**src/core/wake_reset_pkg.sv**
```systemverilog
// package: constants and types for the wake exit and reset cause block
package wake_reset_pkg;

    // register map (plain port, word index)
    localparam logic [3:0] ADDR_RESET_CAUSE = 4'h0;
    localparam logic [3:0] ADDR_WAKE_CTRL   = 4'h1;
    localparam logic [3:0] ADDR_CLK_STATUS  = 4'h2;
    localparam logic [3:0] ADDR_PIN_STATUS  = 4'h3;

    // reset cause register field positions
    localparam int BIT_PRIORITY  = 7;
    localparam int BIT_SOFT_BO   = 6;
    localparam int BIT_RESET_INS = 4;
    localparam int BIT_WDT_EXP   = 3;
    localparam int BIT_SLEEP_EX  = 2;
    localparam int BIT_POWER_ON  = 1;
    localparam int BIT_LOW_SUP   = 0;
    localparam int FLAG_BITS     = 5;

    // values after power-on
    localparam logic       PRIORITY_RESET = 1'b0;
    localparam logic [4:0] FLAGS_POR_VAL  = 5'h1C;
    localparam logic [1:0] BO_SOFT_CFG    = 2'h1;

    // timing at 10 MHz
    localparam int CLK_HZ           = 10_000_000;
    localparam int CORE_PREP_NS     = 1000;
    localparam int CORE_PREP_CYC    = (CORE_PREP_NS * (CLK_HZ / 1_000_000) + 999) / 1000;
    localparam int CRYSTAL_CYCLES   = 1024;
    localparam int PLL_LOCK_US      = 2000;
    localparam int PLL_LOCK_CYC     = PLL_LOCK_US * (CLK_HZ / 1_000_000);
    localparam int FAST_INTERNAL_OSCILLATOR_STAB_CYC  = 4;
    localparam int FILTER_CYC       = 4;

    // clock source selection
    typedef enum logic [2:0] {
        SRC_NONE    = 3'h0,
        SRC_CRYSTAL = 3'h1,
        SRC_PLL     = 3'h2,
        SRC_EXT_RC  = 3'h3,
        SRC_SLOW    = 3'h4,
        SRC_FAST    = 3'h5,
        SRC_TIMER   = 3'h6,
        SRC_PRIMARY = 3'h7
    } clk_src_t;

    // wake sequencer states
    typedef enum logic [1:0] {
        ST_RUN   = 2'h0,
        ST_SLEEP = 2'h1,
        ST_WAKE  = 2'h2
    } wake_state_t;

endpackage : wake_reset_pkg

```
**src/core/pin_glitch_filter.sv**
```systemverilog
// glitch filter for the external reset pin after two-flop sync
module pin_glitch_filter #(
    parameter int FILTER_LEN = 4
) (
    // clock and reset
    input  wire logic sys_clk,
    input  wire logic nrst,
    // raw pin and filtered level
    input  wire logic pin_raw,
    output logic      pin_clean
);
    typedef struct packed {
        logic       sync_a;
        logic       sync_b;
        logic [7:0] cnt;
        logic       level;
    } filt_t;

    filt_t cur;
    filt_t next_cur;

    // count stable cycles before following the synchronised pin
    always_comb begin
        next_cur        = cur;
        next_cur.sync_a = pin_raw;
        next_cur.sync_b = cur.sync_a;
        if (cur.sync_b == cur.level) begin
            next_cur.cnt = 8'h00;
        end else if (cur.cnt >= 8'(FILTER_LEN - 1)) begin
            next_cur.level = cur.sync_b;
            next_cur.cnt   = 8'h00;
        end else begin
            next_cur.cnt = cur.cnt + 8'h01;
        end
    end

    // pin idles high, so reset to the released level
    always_ff @(posedge sys_clk or negedge nrst) begin
        if (!nrst) begin
            cur <= '{sync_a: 1'b1, sync_b: 1'b1, cnt: 8'h00, level: 1'b1};
        end else begin
            cur <= next_cur;
        end
    end

    assign pin_clean = cur.level;
endmodule // pin_glitch_filter

```
**src/core/wake_exit_reset_cause.sv**
```systemverilog
// wake exit delay sequencer and reset cause register
// Behaviour
// - skip crystal wait if primary idle or non-crystal
// - fixed prep delay, fetch right after it if no crystal or pll wait
// - crystal exit waits start timer, plus pll lock
// - prep delay runs concurrent with other delays
// - fast internal target runs during stabilisation
// - slow internal target: prep delay, no status
// - eight distinct reset causes recognised
// - low five bits are event flags
// - bit 7 selects two-level interrupt priority
// - bit 6 soft brown-out, only config 01
// - reset instruction clears bit 4
// - bit 3 set power/clear/sleep, cleared watchdog
// - bit 2 set power/clear, cleared sleep
// - power-on clears bit 1, firmware sets
// - brown-out clears bit 0, firmware sets
// - pin low resets, glitches filtered
// - never drives the reset pin
// - pin disabled becomes plain input
// - power-on flag untouched by other resets
// - crystal timer counts 1024 oscillator cycles
module wake_exit_reset_cause
    import wake_reset_pkg::*;
#(
    parameter int PLL_LOCK_CYCLES = wake_reset_pkg::PLL_LOCK_CYC,
    parameter int CRYSTAL_COUNT   = wake_reset_pkg::CRYSTAL_CYCLES
) (
    // clock and reset
    input  wire logic       sys_clk,
    input  wire logic       nrst,
    // register port
    input  wire logic [3:0] reg_addr,
    input  wire logic [7:0] reg_wdata,
    input  wire logic       reg_wr,
    input  wire logic       reg_rd,
    output logic      [7:0] reg_rdata,
    // configuration straps
    input  wire logic       external_reset_pin_enable,
    input  wire logic [1:0] low_supply_detect_config,
    // reset events, one-cycle pulses from core logic
    input  wire logic       power_on_event,
    input  wire logic       low_supply_event,
    input  wire logic       reset_instr_event,
    input  wire logic       watchdog_expiry_event,
    input  wire logic       stack_full_event,
    input  wire logic       stack_underflow_event,
    input  wire logic       watchdog_clear_instr,
    input  wire logic       sleep_instr,
    input  wire logic       wake_event,
    // clock sources
    input  wire logic       crystal_osc_in,
    input  wire logic       fast_osc_stable_in,
    // external reset pin (three signals, never driven)
    input  wire logic       external_reset_pin_i,
    output logic            external_reset_pin_o,
    output logic            external_reset_pin_oe,
    // outputs to core
    output logic            core_reset,
    output logic            core_run,
    output logic            irq_priority_levels_on,
    output logic            soft_brownout_switch,
    output logic            pin_digital_in,
    output logic      [2:0] last_reset_cause
);
    import wake_reset_pkg::*;

    localparam logic [15:0] PREP_LEN   = 16'(CORE_PREP_CYC);
    localparam logic [15:0] CRYS_LEN   = 16'(CRYSTAL_COUNT);
    localparam logic [23:0] PLL_LEN    = 24'(PLL_LOCK_CYCLES);
    localparam logic [15:0] STAB_LEN   = 16'(FAST_INTERNAL_OSCILLATOR_STAB_CYC);

    // coarse cause codes for last_reset_cause
    localparam logic [2:0] CAUSE_POWER   = 3'h0;
    localparam logic [2:0] CAUSE_PIN_RUN = 3'h1;
    localparam logic [2:0] CAUSE_PIN_PM  = 3'h2;
    localparam logic [2:0] CAUSE_WDT     = 3'h3;
    localparam logic [2:0] CAUSE_LOWSUP  = 3'h4;
    localparam logic [2:0] CAUSE_INSTR   = 3'h5;
    localparam logic [2:0] CAUSE_SFULL   = 3'h6;
    localparam logic [2:0] CAUSE_SUNDER  = 3'h7;

    typedef struct packed {
        logic        priority_on;
        logic        soft_bo;
        logic [4:0]  flags;
        logic [2:0]  cause;
        wake_state_t state;
        clk_src_t    src_before;
        clk_src_t    src_after;
        logic        prim_idle;
        logic [15:0] prep_cnt;
        logic        prep_done;
        logic [15:0] crys_cnt;
        logic        crys_done;
        logic [23:0] pll_cnt;
        logic        pll_done;
        logic [15:0] stab_cnt;
        logic        crystal_ready_status;
        logic        internal_osc_stable_status;
        logic        pin_reset;
        logic [1:0]  osc_sync;
        logic        osc_prev;
        logic [1:0]  stab_sync;
        logic [7:0]  rdata;
    } state_t;

    state_t cur;
    state_t next_cur;
    logic   pin_clean;

    // filters short glitches on the synchronised pin level
    pin_glitch_filter #(
        .FILTER_LEN (FILTER_CYC)
    ) u_filter (
        .sys_clk   (sys_clk),
        .nrst      (nrst),
        .pin_raw   (external_reset_pin_i),
        .pin_clean (pin_clean)
    );

    // whether a target source needs the crystal timer
    function automatic logic needs_crystal(input clk_src_t s);
        needs_crystal = (s == SRC_CRYSTAL) || (s == SRC_PLL);
    endfunction

    // next main state
    always_comb begin
        logic osc_edge;
        logic pin_rst;
        osc_edge = 1'b0;
        pin_rst  = 1'b0;
        next_cur = cur;

        // two-flop sync of external oscillator and stable level
        next_cur.osc_sync  = {cur.osc_sync[0], crystal_osc_in};
        next_cur.osc_prev  = cur.osc_sync[1];
        osc_edge           = cur.osc_sync[1] & ~cur.osc_prev;
        next_cur.stab_sync = {cur.stab_sync[0], fast_osc_stable_in};

        // pin reset only while enabled and filtered low
        pin_rst = external_reset_pin_enable & ~pin_clean;
        next_cur.pin_reset = pin_rst;

        // firmware writes only set flags
        if (reg_wr) begin
            case (reg_addr)
                ADDR_RESET_CAUSE: begin
                    next_cur.priority_on = reg_wdata[BIT_PRIORITY];
                    if (low_supply_detect_config == BO_SOFT_CFG) begin
                        next_cur.soft_bo = reg_wdata[BIT_SOFT_BO];
                    end
                    next_cur.flags[BIT_RESET_INS] = cur.flags[BIT_RESET_INS]
                        | reg_wdata[BIT_RESET_INS];
                    next_cur.flags[BIT_POWER_ON] = cur.flags[BIT_POWER_ON]
                        | reg_wdata[BIT_POWER_ON];
                    next_cur.flags[BIT_LOW_SUP] = cur.flags[BIT_LOW_SUP]
                        | reg_wdata[BIT_LOW_SUP];
                end
                ADDR_WAKE_CTRL: begin
                    next_cur.src_before = clk_src_t'(reg_wdata[2:0]);
                    next_cur.src_after  = clk_src_t'(reg_wdata[5:3]);
                    next_cur.prim_idle  = reg_wdata[6];
                end
                default: begin
                end
            endcase
        end

        // hardware events override a same-cycle write
        if (watchdog_clear_instr) begin
            next_cur.flags[BIT_WDT_EXP]  = 1'b1;
            next_cur.flags[BIT_SLEEP_EX] = 1'b1;
        end
        if (sleep_instr) begin
            next_cur.flags[BIT_WDT_EXP]  = 1'b1;
            next_cur.flags[BIT_SLEEP_EX] = 1'b0;
        end
        if (watchdog_expiry_event) begin
            next_cur.flags[BIT_WDT_EXP] = 1'b0;
        end
        if (reset_instr_event) begin
            next_cur.flags[BIT_RESET_INS] = 1'b0;
        end
        if (low_supply_event) begin
            next_cur.flags[BIT_LOW_SUP] = 1'b0;
        end
        // power-on flag changes only here and by firmware
        if (power_on_event) begin
            next_cur.flags       = FLAGS_POR_VAL;
            next_cur.priority_on = PRIORITY_RESET;
            next_cur.soft_bo     = (low_supply_detect_config == BO_SOFT_CFG);
        end
        if (low_supply_detect_config != BO_SOFT_CFG) begin
            next_cur.soft_bo = 1'b0;
        end

        // record the most recent cause, eight kinds
        if (power_on_event) begin
            next_cur.cause = CAUSE_POWER;
        end else if (low_supply_event) begin
            next_cur.cause = CAUSE_LOWSUP;
        end else if (pin_rst & ~cur.pin_reset) begin
            next_cur.cause = (cur.state == ST_RUN) ? CAUSE_PIN_RUN : CAUSE_PIN_PM;
        end else if (watchdog_expiry_event && cur.state == ST_RUN) begin
            next_cur.cause = CAUSE_WDT;
        end else if (reset_instr_event) begin
            next_cur.cause = CAUSE_INSTR;
        end else if (stack_full_event) begin
            next_cur.cause = CAUSE_SFULL;
        end else if (stack_underflow_event) begin
            next_cur.cause = CAUSE_SUNDER;
        end

        // wake sequencer: prep and crystal timers start at the wake event, pll lock after the crystal
        case (cur.state)
            ST_RUN: begin
                if (sleep_instr) begin
                    next_cur.state = ST_SLEEP;
                    if (!cur.prim_idle) begin
                        next_cur.crystal_ready_status = 1'b0;
                    end
                end
            end
            ST_SLEEP: begin
                if (wake_event || (watchdog_expiry_event)) begin
                    next_cur.state     = ST_WAKE;
                    next_cur.prep_cnt  = 16'h0000;
                    next_cur.prep_done = 1'b0;
                    next_cur.crys_cnt  = 16'h0000;
                    next_cur.pll_cnt   = 24'h000000;
                    next_cur.stab_cnt  = 16'h0000;
                    // skip crystal wait if clock kept running or not a crystal
                    next_cur.crys_done = cur.prim_idle
                        || !needs_crystal(cur.src_after);
                    next_cur.pll_done  = cur.prim_idle
                        || (cur.src_after != SRC_PLL);
                    // fast internal back into itself: no stabilisation wait
                    if (cur.src_after == SRC_FAST && cur.src_before == SRC_FAST) begin
                        next_cur.internal_osc_stable_status = 1'b1;
                    end else if (cur.src_after == SRC_FAST && !cur.prim_idle) begin
                        next_cur.internal_osc_stable_status = 1'b0;
                    end
                end
            end
            ST_WAKE: begin
                // prep delay counts in parallel with others
                if (cur.prep_cnt >= PREP_LEN - 16'h0001) begin
                    next_cur.prep_done = 1'b1;
                end else begin
                    next_cur.prep_cnt = cur.prep_cnt + 16'h0001;
                end
                if (!cur.crys_done && osc_edge) begin
                    if (cur.crys_cnt >= CRYS_LEN - 16'h0001) begin
                        next_cur.crys_done = 1'b1;
                    end else begin
                        next_cur.crys_cnt = cur.crys_cnt + 16'h0001;
                    end
                end
                if (cur.crys_done && !cur.pll_done) begin
                    if (cur.pll_cnt >= PLL_LEN - 24'h000001) begin
                        next_cur.pll_done = 1'b1;
                    end else begin
                        next_cur.pll_cnt = cur.pll_cnt + 24'h000001;
                    end
                end
                // execution resumes right after every needed delay
                if (cur.prep_done && cur.crys_done && cur.pll_done) begin
                    next_cur.state = ST_RUN;
                end
            end
            default: begin
                next_cur.state = ST_RUN;
            end
        endcase

        // crystal ready once the timer ends on a crystal target
        if (cur.state == ST_WAKE && needs_crystal(cur.src_after) && cur.crys_done) begin
            next_cur.crystal_ready_status = 1'b1;
        end
        // fast internal stable on the synced stable input or after the stabilisation interval; slow has none
        if (cur.src_after == SRC_FAST && !cur.internal_osc_stable_status) begin
            if (cur.stab_sync[1] || cur.stab_cnt >= STAB_LEN - 16'h0001) begin
                next_cur.internal_osc_stable_status = 1'b1;
            end else begin
                next_cur.stab_cnt = cur.stab_cnt + 16'h0001;
            end
        end
        if (cur.src_after == SRC_SLOW) begin
            next_cur.internal_osc_stable_status = 1'b0;
        end

        // registered read data, one cycle after the strobe
        next_cur.rdata = 8'h00;
        if (reg_rd) begin
            case (reg_addr)
                ADDR_RESET_CAUSE: next_cur.rdata = {cur.priority_on,
                    cur.soft_bo & (low_supply_detect_config == BO_SOFT_CFG),
                    1'b0, cur.flags};
                ADDR_WAKE_CTRL:   next_cur.rdata = {1'b0, cur.prim_idle,
                    cur.src_after, cur.src_before};
                ADDR_CLK_STATUS:  next_cur.rdata = {3'h0, cur.state,
                    cur.cause[0], cur.crystal_ready_status,
                    cur.internal_osc_stable_status};
                ADDR_PIN_STATUS:  next_cur.rdata = {6'h00,
                    pin_clean, cur.pin_reset};
                default:          next_cur.rdata = 8'h00;
            endcase
        end
    end

    // single state register, constant reset values only
    always_ff @(posedge sys_clk or negedge nrst) begin
        if (!nrst) begin
            cur <= '{priority_on: PRIORITY_RESET, soft_bo: 1'b0,
                     flags: FLAGS_POR_VAL, cause: CAUSE_POWER, state: ST_RUN,
                     src_before: SRC_NONE, src_after: SRC_EXT_RC,
                     prim_idle: 1'b0, prep_cnt: 16'h0000, prep_done: 1'b0,
                     crys_cnt: 16'h0000, crys_done: 1'b0, pll_cnt: 24'h000000,
                     pll_done: 1'b0, stab_cnt: 16'h0000,
                     crystal_ready_status: 1'b0,
                     internal_osc_stable_status: 1'b0, pin_reset: 1'b0,
                     osc_sync: 2'h0, osc_prev: 1'b0, stab_sync: 2'h0,
                     rdata: 8'h00};
        end else begin
            cur <= next_cur;
        end
    end

    // outputs
    assign reg_rdata              = cur.rdata;
    assign external_reset_pin_o   = 1'b0;
    assign external_reset_pin_oe  = 1'b0;
    assign core_reset             = cur.pin_reset;
    assign core_run               = (cur.state == ST_RUN) & ~cur.pin_reset;
    assign irq_priority_levels_on = cur.priority_on;
    assign soft_brownout_switch   = cur.soft_bo;
    assign pin_digital_in         = external_reset_pin_enable ? 1'b1 : pin_clean;
    assign last_reset_cause       = cur.cause;
endmodule // wake_exit_reset_cause

```
**config.mk**
```make
export PLATFORM = sky130hd
export DESIGN_NAME = wake_exit_reset_cause
export DESIGN_NICKNAME = d
export VERILOG_FILES = /design/src/core/wake_reset_pkg.sv /design/src/core/pin_glitch_filter.sv /design/src/core/wake_exit_reset_cause.sv
export SDC_FILE = /design/constraint.sdc
export NUM_CORES = 1
export LEC_CHECK = 0
export BUFFER_PORTS_ARGS = -buffer_cell sky130_fd_sc_hd__buf_2
export CORE_MARGIN = 2
export CORE_UTILIZATION = 55
export CTS_CLUSTER_DIAMETER = 200
export DETAILED_ROUTE_END_ITERATION = 6
export PLACE_DENSITY_LB_ADDON = 0.1
export SYNTH_ARGS = -nofsm -noshare
export SYNTH_HDL_FRONTEND = slang
export SYNTH_SLANG_ARGS = --single-unit
export TNS_END_PERCENT = 1
```
**constraint.sdc**
```tcl
create_clock -name sys_clk -period 3.9 [get_ports sys_clk]
set_input_delay 1.17 -clock sys_clk [delete_from_list [all_inputs] [get_ports sys_clk]]
set_output_delay 1.17 -clock sys_clk [all_outputs]
set_load 0.05 [all_outputs]
```
==> metrics <==
PnR Total Power 0.003470 W; CP Max Fanout 3; Post-DP HPWL about 6.7 mm; Routed wire per std cell around 15 um; Worst-Skew Late Latency approximately 510 ps; Setup Buffers After CTS 0; Final Util 66.28%; Max Fclk about 0.34 GHz; Post-Syn Area around 0.0052 mm^2; cells after synthesis 480; I/O Buffers 46; Post-synth EDFFs 0; Main synth FF type dfrtp_1; via count of the first global-routing pass ~3700; Final setup viols 0; Max Clock Skew 8.172 ps; Num CTS Buffers 17; most frequent cells in the layout dfrtp_1, buf_2, and2_1; Setup CP Type in2out; Peak supply drop 463.6 uV; Post-CTS Hold Buffers 0; PD cells roughly 570 mW/mm^2; Die ar. 0.01034 mm^2; WP buf/inv 2; largest net degree at the start of global routing 56; # IOs 49; H-tree depth 4; RSZ-0062 raised after global routing false; sequence of cells on the critical path buf_2 -> or2_2 -> buf_2; initial DRC count about 140; drt pass-1 iters 5; share of the synthesized area in the top cell type 53.87%; Vias/cell 5.452; critical path data required time 2730 ps; DIE WIDTH just over 100 um; Setup TNS 0 ps; mean post-synth cell area roughly 11 um^2; Leakage ~2.9 nW; share of async-settable or async-resettable flops after synthesis 100.0%; library cells used by synthesis between 50 and 60; HP Class reg2reg; Clock Path Buffers 2; CTS root buf clkbuf_8; Slew headroom between 40% and 50%; most common cell after layout, fill and taps aside dfrtp_1; CP Launch Type input pin; leading area contributor after synthesis dfrtp_1; placed cell area 0.005543 mm^2; row cnt 35; antenna-violating nets left 0; Critical Path Slowest Stage Cell or2_2; gr ovfl total 0; Crit path top cell by count buf_2; Final Non-Filler Cells 668; Worst-path clk slew around 60 ps; Crit path arrival time between 1500 and 2000 ps; dpl cells around 640; Synth area leaders dfrtp_1, and2_1, dfstp_2, nor2_1, nand2_1; slowest stage delay, CP about 260 ps; ratio of cells with drive above 1 in the final layout 19.67%; min Tclk post-route ~2900 ps; TritonCTS Sinks ~120; flops & latches, synth approximately 120; # DRC 0; CTS tree yes; placeable core area about 0.009 mm^2; Final Max Tran Viols 0; final antenna diode count 0; Worst-Margin Slew around 770 ps; final hold vios 0; Die Y between 100 and 150 um; maxcap violations 0; gp weighted congestion 0.8259; outcome finished clean; Nets between 500 and 600; fin crit share roughly 75%; initial antenna violation count 0; Critical Path End Type output port; design area roughly 0.006 mm^2; sequential area share after synthesis between 50% and 60%; Total GRT Usage between 20% and 30%; first-pass GRT wire length roughly 18 mm; critical path's top delay family buffers and inverters; Yosys warnings 0; Post-CTS Resized 0; area grow syn2layout 16.69%; Initial Utilization 56.80%; via count between 3000 and 4000; final WL about 10 mm
[metal layers]
layer | vias to the layer above | part of all wire [%] | global-route usage [%]
met2 | 65 | 48 | 33.55
met3 | 8 | 3.1 | 5.797
li1 | 1775 | - | -
met4 | 0 | 0.78 | 9.771
met5 | - | 0 | 0
met1 | 1794 | 48 | 30.29
[worst reg2reg max path, stage by stage, from the launching register on]
cell      delay (ps)
dfrtp_1          480
nand2b_4         260
o32a_1           350
or3_1            580
or4_1            540
o21ai_1          130
[Yosys cell counts, drive strengths merged (5+ instances only)]
cell and n:
nand3 12, buf 17, o211ai 8, nand4 7, a21oi 17, ha 7
nand2b 7, xor2 5, nor2 38, clkbuf 14, nand2 32, nor4 15
dfrtp 113, mux2i 10, or4 6, mux2 8, or2 5, nor3 13
nor2b 6, o21ai 18, o31ai 6, and2 42, inv 13, dfstp 8
[where the power goes]
part           internal [W]  switching [W]  leakage [nW]
Sequential          0.00135      0.0000972          1.60
Clock              0.000920       0.000593         0.268
Combinational      0.000173       0.000332         0.998
[final cells by class]
cell class,count,area [um^2]
fillers,694,3115
flip-flops and latches,121,3038
multi-input cells,322,2012
clock buffers,17,414.1
repair buffers,51,282.8
clock inverters,15,167.7
well taps,129,161.4
inverters,13,48.80
[registers in the layout, summed over array words and instances (netlist names)]
| name | count |
|---|---|
| u_filter.pin_clean | 1 |
| core_reset | 1 |
| irq_priority_levels_on | 1 |
| cur | 96 |
| u_filter.cur | 10 |
| soft_brownout_switch | 1 |
| reg_rdata | 8 |
| last_reset_cause | 3 |
[per-stage QoR]
stage	worst slack [ps]	hold WS [ps]
final	984.3	358.9
after global routing	959.2	361.3
after CTS	979.9	359.5
after detailed placement	942.0	336.3
after global placement	988.2	331.6
after floorplan	1041	331.2
[worst paths after layout]
path / from / endpoint / slack, ps / depth (start not counted)
setup / recovery: external_reset_pin_enable / pin_digital_in / 980 / 3
hold / removal: cur[8]$_DFF_PN0_ / cur[9]$_DFF_PN0_ / 360 / 0
setup reg to reg: cur[98]$_DFFE_PN0P_ / cur[41]$_DFFE_PN0P_ / 1480 / 5
hold reg to reg: cur[8]$_DFF_PN0_ / cur[9]$_DFF_PN0_ / 360 / 0
max in group asynchronous: nrst / cur[92]$_DFFE_PN1P_ / 2420 / 2
min in group asynchronous: nrst / cur[30]$_DFF_PN0_ / 700 / 1
[kinds of logic after synthesis]
family / Yosys count / share of synthesized area (%)
AOI/OAI and AO/OA: 78 / 10.04
xor gates and xnor gates: 8 / 1.335
adders and majority gates: 7 / 1.669
buffers and inverters: 44 / 4.291
DFF: 121 / 57.88
muxes: 18 / 3.624
other: 1 / 0.07145
and+or+nand+nor: 203 / 21.10
Power figures use the tool's default switching activity.
